File: src/rtl/ism_pkg.sv
// constants, types and helpers of the bus status and address mask block
`default_nettype none

package ism_pkg;

   localparam int             APB_AW       = 8;
   localparam logic [7:0]     OFS_STATUS   = 8'h00;
   localparam logic [7:0]     OFS_MASK     = 8'h04;
   localparam logic [7:0]     OFS_OWNADDR  = 8'h08;
   localparam logic [7:0]     OFS_CTRL     = 8'h0C;
   localparam logic [7:0]     OFS_TX       = 8'h10;
   localparam logic [7:0]     OFS_RX       = 8'h14;
   localparam logic [7:0]     OFS_INTSTAT  = 8'h18;
   localparam logic [7:0]     OFS_INTMASK  = 8'h1C;

   localparam int             ST_NACK      = 15;
   localparam int             ST_TXBUSY    = 14;
   localparam int             ST_BCL       = 10;
   localparam int             ST_GC        = 9;
   localparam int             ST_TEN       = 8;
   localparam int             ST_WCOL      = 7;
   localparam int             ST_OVF       = 6;
   localparam int             ST_DA        = 5;
   localparam int             ST_STOP      = 4;
   localparam int             ST_START     = 3;
   localparam int             ST_RW        = 2;
   localparam int             ST_RBF       = 1;
   localparam int             ST_TBF       = 0;

   localparam int             CTRL_A10     = 10;
   localparam int             CTRL_GCEN    = 7;
   localparam logic [15:0]    CTRL_WMASK   = 16'h0480;
   localparam logic [15:0]    ADDR_WMASK   = 16'h03FF;

   localparam logic [15:0]    CTRL_RST     = 16'h0000;
   localparam logic [15:0]    MASK_RST     = 16'h0000;
   localparam logic [15:0]    OWNADDR_RST  = 16'h0000;
   localparam logic [7:0]     TXBYTE_RST   = 8'h00;
   localparam logic [7:0]     RXBYTE_RST   = 8'h00;

   localparam int             INT_W        = 6;
   localparam int             INT_RX       = 0;
   localparam int             INT_BCL      = 1;
   localparam int             INT_OVF      = 2;
   localparam int             INT_WCOL     = 3;
   localparam int             INT_STOP     = 4;
   localparam int             INT_MATCH    = 5;
   localparam logic [5:0]     INT_RST      = 6'h00;

   localparam logic [7:0]     GENCALL_ADDR = 8'h00;
   localparam logic [4:0]     TEN_HDR      = 5'h1E;

   typedef enum logic [2:0] {SLV_IDLE, SLV_ADDR, SLV_TEN_LOW, SLV_DATA, SLV_SKIP} ism_slv_t;

   // masked positions always compare equal
   function automatic logic maskedEq(input logic [9:0] a,
                                     input logic [9:0] b,
                                     input logic [9:0] m);
      maskedEq = ((a ^ b) & ~m) == 10'h000;
   endfunction : maskedEq

endpackage : ism_pkg

`default_nettype wire

File: src/rtl/ism_status_mask.sv
// status flags, address mask compare and apb registers of the two-wire bus controller
//
// The APB register port and the address map were left to the implementer.
`default_nettype none

module ism_status_mask #(
   parameter int ADDR_W = 10
) (
   input  wire logic                      mclk,
   input  wire logic                      arst_n,
   input  wire logic                      psel,
   input  wire logic                      penable,
   input  wire logic                      pwrite,
   input  wire logic [ism_pkg::APB_AW-1:0] paddr,
   input  wire logic [31:0]               pwdata,
   output logic      [31:0]               prdata,
   output logic                           pready,
   output logic                           pslverr,
   output logic                           irq,
   input  wire logic                      slaveMode,
   input  wire logic                      engineBusy,
   input  wire logic                      evStart,
   input  wire logic                      evStop,
   input  wire logic                      evCollision,
   input  wire logic                      evMasterTxStart,
   input  wire logic                      evSlaveAck,
   input  wire logic                      ackIsNack,
   input  wire logic                      evRxByte,
   input  wire logic [7:0]                receiveShifter,
   input  wire logic                      evTxDone,
   output logic      [7:0]                txByte,
   output logic                           txPending,
   output logic                           addrMatch,
   output logic                           rxPulse
);
   import ism_pkg::*;

   if (ADDR_W != 10) begin : gen_width_check
      $error("ism_status_mask serves a 10-bit address only");
   end

   ////////////////////////////////////////////////////////////////////////////
   // apb decode

   logic        apbSetup;
   logic        apbAcc;
   logic        wrAcc;
   logic        rdAcc;
   logic [7:0]  ofs;
   logic        mapped;
   logic [31:0] rdWord;

   logic        nackReg;
   logic        txBusyReg;
   logic        bclReg;
   logic        gcReg;
   logic        tenReg;
   logic        wcolReg;
   logic        ovfReg;
   logic        daReg;
   logic        stopReg;
   logic        startReg;
   logic        rwReg;
   logic        rbfReg;
   logic        tbfReg;
   logic [15:0] ctrlReg;
   logic [15:0] maskReg;
   logic [15:0] ownAddrReg;
   logic [7:0]  txByteReg;
   logic [7:0]  rxByteReg;
   logic [5:0]  intStatReg;
   logic [5:0]  intMaskReg;
   logic [5:0]  intReadReg;
   logic        rxReadReg;
   ism_slv_t    slvReg;
   ism_slv_t    slvNext;

   assign apbSetup = psel & ~penable;
   assign apbAcc   = psel & penable & pready;
   assign ofs      = paddr[7:0];
   assign wrAcc    = apbAcc & pwrite & mapped;
   assign rdAcc    = apbAcc & ~pwrite & mapped;

   logic [15:0] statusWord;
   always_comb begin
      statusWord            = 16'h0000;
      statusWord[ST_NACK]   = nackReg;
      statusWord[ST_TXBUSY] = txBusyReg;
      statusWord[ST_BCL]    = bclReg;
      statusWord[ST_GC]     = gcReg;
      statusWord[ST_TEN]    = tenReg;
      statusWord[ST_WCOL]   = wcolReg;
      statusWord[ST_OVF]    = ovfReg;
      statusWord[ST_DA]     = daReg;
      statusWord[ST_STOP]   = stopReg;
      statusWord[ST_START]  = startReg;
      statusWord[ST_RW]     = rwReg;
      statusWord[ST_RBF]    = rbfReg;
      statusWord[ST_TBF]    = tbfReg;
   end

   always_comb begin
      mapped = 1'b1;
      rdWord = 32'h0000_0000;
      unique case (ofs)
         OFS_STATUS:  rdWord = {16'h0000, statusWord};
         OFS_MASK:    rdWord = {16'h0000, maskReg};
         OFS_OWNADDR: rdWord = {16'h0000, ownAddrReg};
         OFS_CTRL:    rdWord = {16'h0000, ctrlReg};
         OFS_TX:      rdWord = {24'h000000, txByteReg};
         OFS_RX:      rdWord = {24'h000000, rxByteReg};
         OFS_INTSTAT: rdWord = {26'h0000000, intStatReg};
         OFS_INTMASK: rdWord = {26'h0000000, intMaskReg};
         default:     mapped = 1'b0;
      endcase
   end

   // read data is taken in the setup cycle so that it comes from a flop
   always_ff @(posedge mclk or negedge arst_n) begin
      if (!arst_n) begin
         prdata     <= 32'h0000_0000;
         pslverr    <= 1'b0;
         pready     <= 1'b0;
         intReadReg <= INT_RST;
         rxReadReg  <= 1'b0;
      end else begin
         pready  <= apbSetup;
         pslverr <= apbSetup & ~mapped;
         if (apbSetup) begin
            prdata     <= pwrite ? 32'h0000_0000 : rdWord;
            intReadReg <= (!pwrite && ofs == OFS_INTSTAT) ? intStatReg : INT_RST;
            rxReadReg  <= !pwrite && ofs == OFS_RX;
         end
      end
   end

   ////////////////////////////////////////////////////////////////////////////
   // configuration registers

   always_ff @(posedge mclk or negedge arst_n) begin
      if (!arst_n) begin
         ctrlReg    <= CTRL_RST;
         maskReg    <= MASK_RST;
         ownAddrReg <= OWNADDR_RST;
         intMaskReg <= INT_RST;
      end else if (wrAcc) begin
         if (ofs == OFS_CTRL) ctrlReg <= pwdata[15:0] & CTRL_WMASK;
         if (ofs == OFS_MASK) maskReg <= pwdata[15:0] & ADDR_WMASK;
         if (ofs == OFS_OWNADDR) ownAddrReg <= pwdata[15:0] & ADDR_WMASK;
         if (ofs == OFS_INTMASK) intMaskReg <= pwdata[5:0];
      end
   end

   ////////////////////////////////////////////////////////////////////////////
   // slave address compare

   logic       tenMode;
   logic       gcEnable;
   logic       hit7;
   logic       hitGc;
   logic       hitHdr;
   logic       hitLow;
   logic       addrHit;
   logic       rxAccept;
   logic       rxLoad;
   logic       rxOverflow;
   logic       dataByte;

   assign tenMode  = ctrlReg[CTRL_A10];
   assign gcEnable = ctrlReg[CTRL_GCEN];
   assign hit7     = maskedEq({3'b000, receiveShifter[7:1]},
                              {3'b000, ownAddrReg[6:0]},
                              {3'b000, maskReg[6:0]});
   assign hitGc    = gcEnable & (receiveShifter == GENCALL_ADDR);
   assign hitHdr   = (receiveShifter[7:3] == TEN_HDR) &
                     maskedEq({receiveShifter[2:1], 8'h00},
                              {ownAddrReg[9:8], 8'h00},
                              {maskReg[9:8], 8'h00});
   assign hitLow   = maskedEq({2'b00, receiveShifter},
                              {2'b00, ownAddrReg[7:0]},
                              {2'b00, maskReg[7:0]});

   // a read header only counts once the full 10-bit address matched earlier
   always_comb begin
      slvNext = slvReg;
      addrHit = 1'b0;
      if (!slaveMode) begin
         slvNext = SLV_IDLE;
      end else if (evStop) begin
         slvNext = SLV_IDLE;
      end else if (evStart) begin
         slvNext = SLV_ADDR;
      end else if (evRxByte) begin
         unique case (slvReg)
            SLV_ADDR: begin
               if (tenMode) begin
                  if (hitHdr && !receiveShifter[0]) begin
                     slvNext = SLV_TEN_LOW;
                  end else if (hitHdr && tenReg) begin
                     slvNext = SLV_DATA;
                     addrHit = 1'b1;
                  end else if (hitGc) begin
                     slvNext = SLV_DATA;
                     addrHit = 1'b1;
                  end else begin
                     slvNext = SLV_SKIP;
                  end
               end else if (hit7 || hitGc) begin
                  slvNext = SLV_DATA;
                  addrHit = 1'b1;
               end else begin
                  slvNext = SLV_SKIP;
               end
            end
            SLV_TEN_LOW: begin
               slvNext = hitLow ? SLV_DATA : SLV_SKIP;
               addrHit = hitLow;
            end
            SLV_IDLE, SLV_DATA, SLV_SKIP: slvNext = slvReg;
         endcase
      end
   end

   always_ff @(posedge mclk or negedge arst_n) begin
      if (!arst_n) begin
         slvReg <= SLV_IDLE;
      end else begin
         slvReg <= slvNext;
      end
   end

   assign dataByte   = evRxByte & slaveMode & (slvReg == SLV_DATA) & ~evStart & ~evStop;
   assign rxAccept   = evRxByte & (~slaveMode | addrHit | dataByte);
   assign rxLoad     = rxAccept & ~rbfReg;
   assign rxOverflow = rxAccept & rbfReg;

   ////////////////////////////////////////////////////////////////////////////
   // receive path

   always_ff @(posedge mclk or negedge arst_n) begin
      if (!arst_n) begin
         rxByteReg <= RXBYTE_RST;
         rxPulse   <= 1'b0;
         addrMatch <= 1'b0;
      end else begin
         rxPulse   <= rxLoad;
         addrMatch <= addrHit;
         if (rxLoad) rxByteReg <= receiveShifter;
      end
   end

   // set wins over the clear of the read
   always_ff @(posedge mclk or negedge arst_n) begin
      if (!arst_n) begin
         rbfReg <= 1'b0;
      end else if (rxLoad) begin
         rbfReg <= 1'b1;
      end else if (rdAcc && rxReadReg) begin
         rbfReg <= 1'b0;
      end
   end

   ////////////////////////////////////////////////////////////////////////////
   // transmit path

   logic txWrite;
   logic txAccepted;
   assign txWrite    = wrAcc & (ofs == OFS_TX);
   assign txAccepted = txWrite & ~engineBusy;

   always_ff @(posedge mclk or negedge arst_n) begin
      if (!arst_n) begin
         txByteReg <= TXBYTE_RST;
      end else if (txAccepted) begin
         txByteReg <= pwdata[7:0];
      end
   end

   always_ff @(posedge mclk or negedge arst_n) begin
      if (!arst_n) begin
         tbfReg <= 1'b0;
      end else if (txAccepted) begin
         tbfReg <= 1'b1;
      end else if (evTxDone) begin
         tbfReg <= 1'b0;
      end
   end

   assign txByte    = txByteReg;
   assign txPending = tbfReg;

   ////////////////////////////////////////////////////////////////////////////
   // status flags

   logic statusWr;
   assign statusWr = wrAcc & (ofs == OFS_STATUS);

   // software clears by writing 0; hardware set wins in the same cycle
   always_ff @(posedge mclk or negedge arst_n) begin
      if (!arst_n) begin
         bclReg  <= 1'b0;
         wcolReg <= 1'b0;
         ovfReg  <= 1'b0;
      end else begin
         if (evCollision) bclReg <= 1'b1;
         else if (statusWr && !pwdata[ST_BCL]) bclReg <= 1'b0;
         if (txWrite && engineBusy) wcolReg <= 1'b1;
         else if (statusWr && !pwdata[ST_WCOL]) wcolReg <= 1'b0;
         if (rxOverflow) ovfReg <= 1'b1;
         else if (statusWr && !pwdata[ST_OVF]) ovfReg <= 1'b0;
      end
   end

   always_ff @(posedge mclk or negedge arst_n) begin
      if (!arst_n) begin
         nackReg   <= 1'b0;
         txBusyReg <= 1'b0;
      end else begin
         if (evSlaveAck && !slaveMode) nackReg <= ackIsNack;
         if (evMasterTxStart) txBusyReg <= 1'b1;
         else if (evSlaveAck) txBusyReg <= 1'b0;
      end
   end

   // bus events: the latest one wins; a start beside a stop counts as later
   always_ff @(posedge mclk or negedge arst_n) begin
      if (!arst_n) begin
         startReg <= 1'b0;
         stopReg  <= 1'b0;
      end else if (evStart) begin
         startReg <= 1'b1;
         stopReg  <= 1'b0;
      end else if (evStop) begin
         startReg <= 1'b0;
         stopReg  <= 1'b1;
      end else if (statusWr) begin
         if (!pwdata[ST_START]) startReg <= 1'b0;
         if (!pwdata[ST_STOP]) stopReg <= 1'b0;
      end
   end

   always_ff @(posedge mclk or negedge arst_n) begin
      if (!arst_n) begin
         gcReg  <= 1'b0;
         tenReg <= 1'b0;
      end else begin
         if (addrHit && hitGc && slvReg == SLV_ADDR) gcReg <= 1'b1;
         else if (evStop) gcReg <= 1'b0;
         if (addrHit && slvReg == SLV_TEN_LOW) tenReg <= 1'b1;
         else if (evStop) tenReg <= 1'b0;
      end
   end

   always_ff @(posedge mclk or negedge arst_n) begin
      if (!arst_n) begin
         daReg <= 1'b0;
         rwReg <= 1'b0;
      end else begin
         if (addrHit) daReg <= 1'b0;
         else if (dataByte) daReg <= 1'b1;
         if (evRxByte && slaveMode && slvReg == SLV_ADDR && !evStart && !evStop) begin
            rwReg <= receiveShifter[0];
         end
      end
   end

   ////////////////////////////////////////////////////////////////////////////
   // interrupts

   logic [5:0] intSet;
   always_comb begin
      intSet            = INT_RST;
      intSet[INT_RX]    = rxLoad;
      intSet[INT_BCL]   = evCollision;
      intSet[INT_OVF]   = rxOverflow;
      intSet[INT_WCOL]  = txWrite & engineBusy;
      intSet[INT_STOP]  = evStop;
      intSet[INT_MATCH] = addrHit;
   end

   // only bits seen by the read are cleared, so a late event survives
   always_ff @(posedge mclk or negedge arst_n) begin
      if (!arst_n) begin
         intStatReg <= INT_RST;
      end else if (rdAcc && ofs == OFS_INTSTAT) begin
         intStatReg <= (intStatReg & ~intReadReg) | intSet;
      end else begin
         intStatReg <= intStatReg | intSet;
      end
   end

   always_ff @(posedge mclk or negedge arst_n) begin
      if (!arst_n) begin
         irq <= 1'b0;
      end else begin
         irq <= |(intStatReg & intMaskReg);
      end
   end

endmodule : ism_status_mask

`default_nettype wire

File: config.mk
export PLATFORM = sky130hd
export DESIGN_NAME = ism_status_mask
export DESIGN_NICKNAME = d
export VERILOG_FILES = /design/src/rtl/ism_pkg.sv /design/src/rtl/ism_status_mask.sv
export SDC_FILE = /design/constraint.sdc
export NUM_CORES = 1
export LEC_CHECK = 0
export BUFFER_PORTS_ARGS = -buffer_cell sky130_fd_sc_hd__buf_2
export CAP_MARGIN = 30
export CORE_MARGIN = 8
export CORE_UTILIZATION = 49
export CTS_CLUSTER_SIZE = 40
export DETAILED_ROUTE_END_ITERATION = 6
export MAX_ROUTING_LAYER = met4
export PLACE_DENSITY = 0.77
export SYNTH_ARGS = -nofsm -noshare
export SYNTH_HDL_FRONTEND = slang
export SYNTH_SLANG_ARGS = --single-unit
File: constraint.sdc
create_clock -name mclk -period 2.09 [get_ports mclk]
set_input_delay 0.418 -clock mclk [delete_from_list [all_inputs] [get_ports mclk]]
set_output_delay 0.418 -clock mclk [all_outputs]
set_load 0.03 [all_outputs]
== Yosys cells after proc, flatten, opt, wreduce, memory -nomap -nowiden ==
Index checks and enable logic that the tools add are counted.

* Input port bits: 63
* RAM bits: 0
* Bits in latches: 0
* Bits in read-only memories: 0
* Memories kept: 0
* Bits in registers: 110

* Multiply operators: 0
* Shift-type cells: 0
* Reduce and logical (&&, ||, !) cells: 53
* $lt $le $gt $ge: 0
* Bitwise gates (word level): 45
* Equality and inequality tests: 16
* Divide/modulo/power cells: 0
* Add/sub/neg operators: 0
* Multiplexer cells: 51

{| class="wikitable"
|+ Operators with widths
! cell !! count
|-
| 16-bit one-hot mux with 8 select lines || 1
|-
| 1-bit 2-to-1 mux || 35
|-
| 8-bit by 5-bit == test with 1-bit output, second input constant || 4
|-
| 32-bit 2-to-1 mux || 1
|-
| 10-bit logical NOT || 3
|-
| 3-bit 2-to-1 mux || 10
|-
| 1-bit AND || 21
|-
| 1-bit logical AND || 18
|-
| 2-bit nonzero test || 9
|-
| 8-bit by 4-bit == test with 1-bit output, second input constant || 2
|-
| 8-bit logical NOT || 2
|-
| 2-bit AND reduction || 7
|-
| 6-bit AND || 2
|-
| 6-bit 2-to-1 mux || 2
|-
| 6-bit OR || 2
|-
| 10-bit AND || 1
|-
| 7-bit by 10-bit AND with 10-bit output || 1
|-
| 8-bit by 10-bit AND with 10-bit output || 1
|-
| 10-bit NOT || 1
|-
| 7-bit NOT with 10-bit output || 1
|-
| 8-bit NOT with 10-bit output || 1
|-
| 10-bit XOR || 1
|-
| 8-bit by 3-bit == test with 1-bit output, second input constant || 1
|-
| 1-bit logical NOT || 8
|-
| 20 further kinds || 30
|}

== Longest topological paths before layout ==
Gate-level depths: netlist of the first run.

* Word-level depth: 19
* Depth in mapped cells: 8
* Depth with buffers taken out: 6

== Least setup slack after synthesis of the first run ==
No wires, ideal clock.

* Path kind: input to register
* From: input port paddr[6] in the netlist's numbering
* To: register txByteReg[0], in the netlist txByte[0]
* Arrival: 2,182 ps
* Cell stages on the path: 7
* Buffers on the path: 1
* Setup time: 128 ps
* Setup slack: -220 ps
* Cells stage by stage: or4_4 -> nor3_4 -> nand2_2 -> nor4_4 -> nor2b_1 -> buf_4 -> mux2_1

* Longest elaborated chain between the ends: 6
* Elaborated cells on any way between the ends: 13
* Those cells by class: eq/ne (7); mux (1); bitwise (3); reduce/logical (2)

{| class="wikitable"
|+ Ends and longest elaborated chain
! what !! RTL line !! text
|-
| from (decl) || ism_status_mask.sv:14 || <nowiki>input wire logic [ism_pkg::APB_AW-1:0] paddr,</nowiki>
|-
| 8-bit by 5-bit == test with 1-bit output, or another cell as far along || ism_status_mask.sv:105 || <nowiki>unique case (ofs)</nowiki>
|-
| 8-bit OR reduction (no source line) || n/a ||
|-
| 1-bit 2-to-1 mux || ism_status_mask.sv:105 ||
|-
| 1-bit AND || ism_status_mask.sv:81 || <nowiki>assign wrAcc = apbAcc & pwrite & mapped;</nowiki>
|-
| 1-bit AND (*) || ism_status_mask.sv:268 || <nowiki>assign txWrite = wrAcc & (ofs == OFS_TX);</nowiki>
|-
| 1-bit AND (*) || ism_status_mask.sv:269 || <nowiki>assign txAccepted = txWrite & ~engineBusy;</nowiki>
|-
| to (signal assigned) || ism_status_mask.sv:275 || <nowiki>txByteReg <= pwdata[7:0];</nowiki>
|-
| to (decl) || ism_status_mask.sv:69 || <nowiki>logic [7:0] txByteReg;</nowiki>
|}

Every way passes the cells marked *; elsewhere a longest branch is shown, timed or not.
A chain may end at the register's enable or synchronous reset.

== Worst setup path in the final report of the first run ==
* From: register ownAddrReg[3]
* To: register rxByteReg[2]

* Longest elaborated chain between the ends: 15
* Elaborated cells on any way between the ends: 18
* Those cells by class: mux (7); bitwise (8); reduce/logical (3)

{| class="wikitable"
|+ Ends and longest elaborated chain
! what !! RTL line !! text
|-
| from (decl) || ism_status_mask.sv:68 || <nowiki>logic [15:0] ownAddrReg;</nowiki>
|-
| from (signal assigned) || ism_status_mask.sv:149 || <nowiki>if (ofs == OFS_OWNADDR) ownAddrReg <= pwdata[15:0] & ADDR_WMASK;</nowiki>
|-
| 7-bit XOR || ism_pkg.sv:59 || <nowiki>maskedEq = ((a ^ b) & ~m) == 10'h000;</nowiki>
|-
| 7-bit by 10-bit AND with 10-bit output || ism_pkg.sv:59 ||
|-
| 10-bit logical NOT || ism_pkg.sv:59 ||
|-
| 1-bit logical OR || ism_status_mask.sv:208 || <nowiki>end else if (hit7 || hitGc) begin</nowiki>
|-
| 1-bit 2-to-1 mux || ism_status_mask.sv:208 ||
|-
| 1-bit 2-to-1 mux || ism_status_mask.sv:196 || <nowiki>if (tenMode) begin</nowiki>
|-
| 1-bit one-hot mux with 2 select lines (*) || ism_status_mask.sv:194 || <nowiki>unique case (slvReg)</nowiki>
|-
| 1-bit 2-to-1 mux (*) || ism_status_mask.sv:193 || <nowiki>end else if (evRxByte) begin</nowiki>
|-
| 1-bit 2-to-1 mux (*) || ism_status_mask.sv:191 || <nowiki>end else if (evStart) begin</nowiki>
|-
| 1-bit 2-to-1 mux (*) || ism_status_mask.sv:189 || <nowiki>end else if (evStop) begin</nowiki>
|-
| 1-bit 2-to-1 mux (*) || ism_status_mask.sv:187 || <nowiki>if (!slaveMode) begin</nowiki>
|-
| 1-bit OR (*) (2 in a row) || ism_status_mask.sv:233 || <nowiki>assign rxAccept = evRxByte & (~slaveMode | addrHit | dataByte);</nowiki>
|-
| 1-bit AND (*) || ism_status_mask.sv:233 ||
|-
| 1-bit AND (*) || ism_status_mask.sv:234 || <nowiki>assign rxLoad = rxAccept & ~rbfReg;</nowiki>
|-
| to (signal assigned) || ism_status_mask.sv:248 || <nowiki>if (rxLoad) rxByteReg <= receiveShifter;</nowiki>
|-
| to (decl) || ism_status_mask.sv:70 || <nowiki>logic [7:0] rxByteReg;</nowiki>
|}

Marks and branches as above.

==> summary.txt, run 1 <==
Place
  – Gp weighted congestion: 1.030
  – Port Buffers: 68
  – Area post-placement: 5499 um2
  – DP HPWL: 10.26 mm

Yosys
  – Distinct cells, synth: 68
  – Synthesized flop and latch total: 91
  – Ys async rst share: 100.0%
  – Largest family of logic cells by synthesized area: multiplexers
  – Top cells by count, synth: 91 x dfrtp_1, 29 x mux2_2, 29 x nand2_1
  – Synthesis Warnings: 0
  – Simple-gate share of the synthesized area: 11.66%
  – Gate Count Post-Synth: 383
  – Proportion of netlist area held by the largest area contributor: 49.92%
  – Synth Area in XOR/XNOR: 3.264%
  – Dominant synthesized flop cell: dfrtp_1
  – Post-synthesis mux area share: 15.50%
  – Post-synthesis compound-gate area fraction: 14.29%
  – Synth Cell Area: 4562 um2
  – Post-synth top area cell: dfrtp_1
  – Post-synth EDFFs: 0
  – Syn avg cell area: 11.91 um2
  – Most frequent cell after synthesis: dfrtp_1
  – Adder-cell share of the synthesized area: 0%
  – Sequential area share after synthesis: 49.92%
  – Main area contributors after synthesis: dfrtp_1 50%, mux2_2 7.2%, a22o_1 4.0%

Global routing
  – Gr ovfl total: 0
  – Initial antenna violation count: 0
  – Largest net degree at the start of global routing: 33
  – Total track usage: 23.11%
  – Number of global-route vias before repair: 3,999
  – First-pass GRT wire length: 22.10 mm

Timing
  – Final min period: 2.257 ns
  – RSZ-0062 raised after global routing: true
  – Final worst-path setup slack: -0.1672 ns
  – Final Hold Fails: 0
  – Hold Slack: 0.2272 ns
  – Fin crit share: 108.0%
  – Slew Limit Fails: 0
  – Clock Skew: 0.01562 ns
  – Actual slew at the worst max-slew pin: 0.5687 ns
  – # setup viols final: 17
  – Slew Limit Headroom: 62.01%
  – Max Fclk: 0.4430 GHz

Detailed routing
  – Router iterations before antenna repair: 5
  – DRT antenna net count: 0
  – Drc violations: 0
  – Routed WL: 14.32 mm
  – Vias per Instance: 6.095
  – DR WL/cell: 21.99 um
  – Vias post-DR: 3,968
  – DRT iter0 DRCs: 441

Worst setup path
  – Startpoint types: flip-flop
  – Crit path max fanout: 4
  – Crit path kind: reg -> reg
  – Crit path required time: 2.35 ns
  – Worst setup EP type: flip-flop
  – Critical Path AT: 2.51 ns

Floorplanning
  – Io pins: 109
  – Rows: 35
  – Initial core utilization: 49.84%
  – Die Footprint: 12,650 um2
  – Die Span X: 112.5 um
  – Core ar.: 9153 um2
  – Die height: 112.5 um

Outcome
  – Failing checks: setup timing
  – Status: finished, violations left

Clock network
  – Clk Latency, worst-skew pair: 0.37 ns
  – Clk sinks: 91
  – Clock-pin slew on the worst setup and hold paths: 0.09 ns
  – TritonCTS clock tree: yes
  – Max Root-Sink Buffers: 2
  – Total CTS buffers: 9
  – Root Driver: clkbuf_8
  – H-Tree Level Count: 3

Finish
  – Fin util: 65.40%
  – Area Overhead vs Synth: 31.21%
  – Share of cells above drive strength 1: 47.04%
  – Final instance area: 5986 um2
  – Nets: 598
  – N_diodes: 0

Power
  – Cell area power density: 617.0 nW/um2
  – VDD IR max: 0.3593 mV
  – Power Total: 3.693 mW
  – Leak pwr: 2.958 nW

Worst hold path
  – Worst Hold Class: in -> reg

Job
  – Max Cap Viol: 0
## what timing repair did
action,CTS,global route
cloned,2,0
setup endpoints to repair,17,33
resized for setup,15,22
hold buffers,1,0
endpoints found under the hold margin,22,0
pin swaps,9,9
buffers inserted,7,7
## cell type report
cell class | instances | area, um2
Fill cell | 661 | 3167
Sequential cell | 91 | 2282
Multi-Input combinational cell | 270 | 2276
Timing Repair Buffer | 154 | 1049
Tap cell | 111 | 138.9
Clock buffer | 10 | 137.6
Clock inverter | 6 | 68.82
Inverter | 9 | 33.78
## per-layer routing
layer / up-vias / GRT usage, % / wire length, um
met5: - / - / 0
li1: 1683 / - / -
met3: 62 / 5.582 / 1481
met2: 282 / 35.57 / 6617
met4: 0 / 9.892 / 607
met1: 1941 / 28.59 / 5609
## cells in the final DEF, fill, tap and decap left out, types with 3 or more instances in the layout
master     n
a21o_1     5
a21oi_1    5
a221oi_1   4
a22o_1    21
a22oi_1    3
buf_2     66
buf_4     78
buf_6      6
clkbuf_8  10
conb_1    19
dfrtp_1   87
dfrtp_2    4
inv_1      9
inv_6      3
mux2_2    29
mux2_4    13
mux2i_1    5
mux4_2     6
nand2_1   27
nand2_2    4
nand2b_1   6
nand3_1    6
nor2_1    17
nor3_1     3
nor3b_1    3
o21ai_0   16
o22ai_1    5
or4_4      3
xnor2_1   11
xnor2_2    6
## power by group
group,total (mW),switching (mW),internal [mW]
sequential,1.92,0.0714,1.85
clock,1.27,0.672,0.597
combinational,0.505,0.267,0.238
total,3.69,1.01,2.68
## worst max-delay path: stages, from the launching register on
cell     delay (ns)
dfrtp_2        0.46
xnor2_2        0.14
o22ai_1        0.09
or4_4          0.54
o31ai_4        0.30
a22oi_2        0.16
buf_6          0.16
mux2_4         0.29
## final timing paths
| check | from | end | slack [ns] | depth (start not counted) |
|---|---|---|---|---|
| setup / recovery | ownAddrReg[3] | rxByteReg[2] | -0.17 | 7 |
| hold / removal | evMasterTxStart | txBusyReg | 0.23 | 2 |
| setup reg to reg | ownAddrReg[3] | rxByteReg[2] | -0.17 | 7 |
| hold reg to reg | prdata[3] | prdata[3] | 0.48 | 2 |
| max in group asynchronous | arst_n | ownAddrReg[6] | 0.99 | 3 |
| min in group asynchronous | arst_n | rbfReg | 0.52 | 2 |
## state kept, by name, indices dropped and copies added, names as in the netlist, 2 cells and up
signal	cells
txByte	8
ownAddrReg	10
intReadReg	6
intStatReg	6
rxByteReg	8
prdata	13
ctrlReg	2
slvReg	3
maskReg	10
intMaskReg	6
## cells by family after synthesis
| logic type | after synthesis |
|---|---|
| AND/OR/NAND/NOR | 92 |
| flip-flops | 91 |
| AO/OA/AOI/OAI | 86 |
| multiplexers | 55 |
| buffers and inverters | 41 |
| XOR/XNOR | 17 |
| other | 1 |
## stage by stage
step | setup WS [ns] | instances | TNS, ns
after detailed placement | -0.4364 | 618 | -19.02
after floorplan | -0.2196 | 401 | -2.686
after global routing | -0.1939 | 651 | -2.672
final | -0.1672 | 651 | -1.579
after CTS | -0.05029 | 644 | -0.3082
after global placement | -0.4016 | 618 | -17.01
Note: power is estimated with default switching activity, not from simulation.
==> inputs of run 2 (changes only) <==
==> constraint.sdc (replaced) <==
create_clock -name mclk -period 2.09 [get_ports mclk]
set_input_delay 0.209 -clock mclk [delete_from_list [all_inputs] [get_ports mclk]]
set_output_delay 0.209 -clock mclk [all_outputs]
set_load 0.03 [all_outputs]
==> run 2 against run 1 <==
The flow still finishes with violations (setup timing). Register-to-register slack improved by 0.03 ns. Clock skew decreased by 0.0043 ns. Fmax increased by 1.3%. Critical path depth decreased by 1. Global-route usage decreased by 0.74 points. Non-clock buffer count decreased by 17. Critical endpoint is now rxByteReg[0]. Combinational power decreased by 5.1%. Via count decreased by 6.0%. Largest cell class unchanged. Utilization decreased by 1.6 points.
==> summary.txt, run 2 (same netlist as run 1, synthesis figures left out) <==
Finish
  – Most frequent cells in the layout: 89 x dfrtp_1, 67 x buf_2, 60 x buf_4, 28 x mux2_2, 27 x nand2_1 (was 87 x dfrtp_1, 78 x buf_4, 66 x buf_2, 29 x mux2_2, 27 x nand2_1)
  – Max reg flops: 13 (unchanged)
  – Most flops, register: prdata (unchanged)
  – Largest regs: prdata: 13 flops, maskReg: 10 flops, ownAddrReg: 10 flops (unchanged)
  – Nets: 581 (was 598)
  – Layout Cells excl Fill: 634 (was 651)
  – Share of cells above drive strength 1: 43.21% (was 47.04%)
  – Final instance area: 5841 um2 (was 5986 um2)
  – Area Overhead vs Synth: 28.03% (was 31.21%)
  – Commonest non-fill, non-tap cell in the layout: dfrtp_1 (unchanged)
  – N_diodes: 0 (unchanged)

Timing
  – Slew Limit Fails: 0 (unchanged)
  – Actual slew at the worst max-slew pin: 0.5248 ns (was 0.5687 ns)
  – # setup viols final: 12 (was 17)
  – RSZ-0062 raised after global routing: true (unchanged)
  – Fin crit share: 106.6% (was 108.0%)
  – Final Hold Fails: 0 (unchanged)
  – Clock Skew: 0.01137 ns (was 0.01562 ns)
  – Slew Limit Headroom: 64.86% (was 62.01%)
  – Final worst-path setup slack: -0.1376 ns (was -0.1672 ns)
  – Hold Slack: 0.03034 ns (was 0.2272 ns)
  – Max Fclk: 0.4489 GHz (was 0.4430 GHz)
  – Setup TNS: -1.184 ns (was -1.579 ns)
  – Final min period: 2.228 ns (was 2.257 ns)

Power
  – VDD IR max: 0.3232 mV (was 0.3593 mV)
  – Power Total: 3.589 mW (was 3.693 mW)
  – Cell area power density: 614.6 nW/um2 (was 617.0 nW/um2)
  – Leak pwr: 2.883 nW (was 2.958 nW)

Worst setup path
  – Reg-to-Reg End: rxByteReg[0] (was rxByteReg[2])
  – CP max-delay cell: or4_4 (unchanged)
  – Worst setup EP type: flip-flop (unchanged)
  – Critical Path, Cell by Cell: xnor2_1, o22ai_1, or4_4, o31ai_4, a22oi_2, mux2_4 (was xnor2_2, o22ai_1, or4_4, o31ai_4, a22oi_2, buf_6, mux2_4)
  – Crit path required time: 2.36 ns (was 2.35 ns)
  – Startpoint types: flip-flop (unchanged)
  – Crit path launch: ownAddrReg[4] (was ownAddrReg[3])
  – Worst R2R Path Depth: 6 (was 7)
  – Reg2reg start: ownAddrReg[4] (was ownAddrReg[3])
  – Crit path max fanout: 5 (was 4)
  – Worst setup path endpoint: rxByteReg[0] (was rxByteReg[2])
  – Critical path's largest stage delay: 0.55 ns (was 0.54 ns)
  – Crit path kind: reg -> reg (unchanged)
  – Worst R2R Setup Slack: -0.14 ns (was -0.17 ns)
  – Critical Path AT: 2.50 ns (was 2.51 ns)

Place
  – DP Cell Count: 610 (was 618)
  – Port Buffers: 68 (unchanged)
  – Area post-placement: 5449 um2 (was 5499 um2)
  – Gp weighted congestion: 0.9870 (was 1.030)
  – DP HPWL: 9.889 mm (was 10.26 mm)

Clock network
  – Clock-pin slew on the worst setup and hold paths: 0.10 ns (was 0.09 ns)
  – Clk sinks: 91 (unchanged)
  – Max Root-Sink Buffers: 2 (unchanged)
  – H-Tree Level Count: 3 (unchanged)
  – TritonCTS clock tree: yes (unchanged)
  – Clk Latency, worst-skew pair: 0.38 ns (was 0.37 ns)
  – Root Driver: clkbuf_8 (unchanged)
  – Total CTS buffers: 9 (unchanged)

Global routing
  – First-pass GRT wire length: 21.22 mm (was 22.10 mm)
  – Initial antenna violation count: 0 (unchanged)
  – Total track usage: 22.37% (was 23.11%)
  – Number of global-route vias before repair: 3,766 (was 3,999)
  – Largest net degree at the start of global routing: 58 (was 33)
  – Gr ovfl total: 0 (unchanged)

Floorplanning
  – Io pins: 109 (unchanged)
  – Core ar.: 9153 um2 (unchanged)
  – Die Footprint: 12,650 um2 (unchanged)
  – Initial core utilization: 49.84% (unchanged)
  – Die Span X: 112.5 um (unchanged)
  – Die height: 112.5 um (unchanged)
  – Rows: 35 (unchanged)

Outcome
  – Status: finished, violations left (unchanged)
  – Failing checks: setup timing (unchanged)

Detailed routing
  – Routed WL: 13.44 mm (was 14.32 mm)
  – Router iterations before antenna repair: 5 (unchanged)
  – Vias per Instance: 5.882 (was 6.095)
  – DRT iter0 DRCs: 211 (was 441)
  – DR WL/cell: 21.21 um (was 21.99 um)
  – Vias post-DR: 3,729 (was 3,968)
  – Drc violations: 0 (unchanged)
  – DRT antenna net count: 0 (unchanged)

Worst hold path
  – Worst Hold Class: in -> reg (unchanged)
  – HP Start: evCollision (was evMasterTxStart)

Job
  – Max Cap Viol: 0 (unchanged)
[run 2: critical path: cells and delay by family, from the launching register on]
family           cells  cell delay (ns)
AO/OA/AOI/OAI        3             0.64
AND/OR/NAND/NOR      1             0.55
flip-flops           1             0.43
multiplexers         1             0.34
XOR/XNOR             1             0.16
[run 2: worst min-delay path by stage]
stage | endpoint | cells past startpoint
2_1_floorplan | addrMatch | 0
3_3_place_gp | daReg | 2
3_5_place_dp | daReg | 2
4_1_cts | intStatReg[1] | 2
5_1_grt | intStatReg[1] | 2
6_report | intStatReg[1] | 2
[run 2: per-stage QoR]
| step | utilization (%) | worst slack (ns) |
|---|---|---|
| 2_1_floorplan | - | -0.01056 |
| 3_3_place_gp | 59.54 | -0.2028 |
| 3_5_place_dp | 59.54 | -0.2535 |
| 4_1_cts | 62.52 | -0.1379 |
| 5_1_grt | 63.81 | -0.1907 |
| 6_report | 63.81 | -0.1376 |
[run 2: report_power, final]
group	total (mW)	internal, mW	switching, mW
Clock	1.19	0.465	0.728
Combinational	0.479	0.228	0.250
Sequential	1.92	1.85	0.0684
Total	3.59	2.54	1.05
[run 2: area by class of cell]
| cell class | count | area (um2) |
|---|---|---|
| clock buffers | 9 | 123.9 |
| clock inverters | 7 | 67.56 |
| fillers | 692 | 3312 |
| inverters | 9 | 33.78 |
| multi-input cells | 270 | 2257 |
| flip-flops and latches | 91 | 2280 |
| well taps | 111 | 138.9 |
| repair buffers | 137 | 939.7 |
[run 2: layer usage]
metal / GRT usage [%] / share of wire, % / vias up
met5: - / 0 / -
met4: 5.486 / 1.2 / 0
met3: 6.710 / 8.7 / 16
li1: - / - / 1649
met1: 28.91 / 42 / 1882
met2: 33.80 / 48 / 182
[run 2: repair_timing]
item / in CTS / in global routing
buffers inserted: 3 / 5
pin swaps: 7 / 13
endpoints found under the hold margin: 92 / 0
resized for setup: 10 / 16
hold buffers: 2 / 0
setup endpoints to repair: 18 / 19
gates cloned: 1 / 0
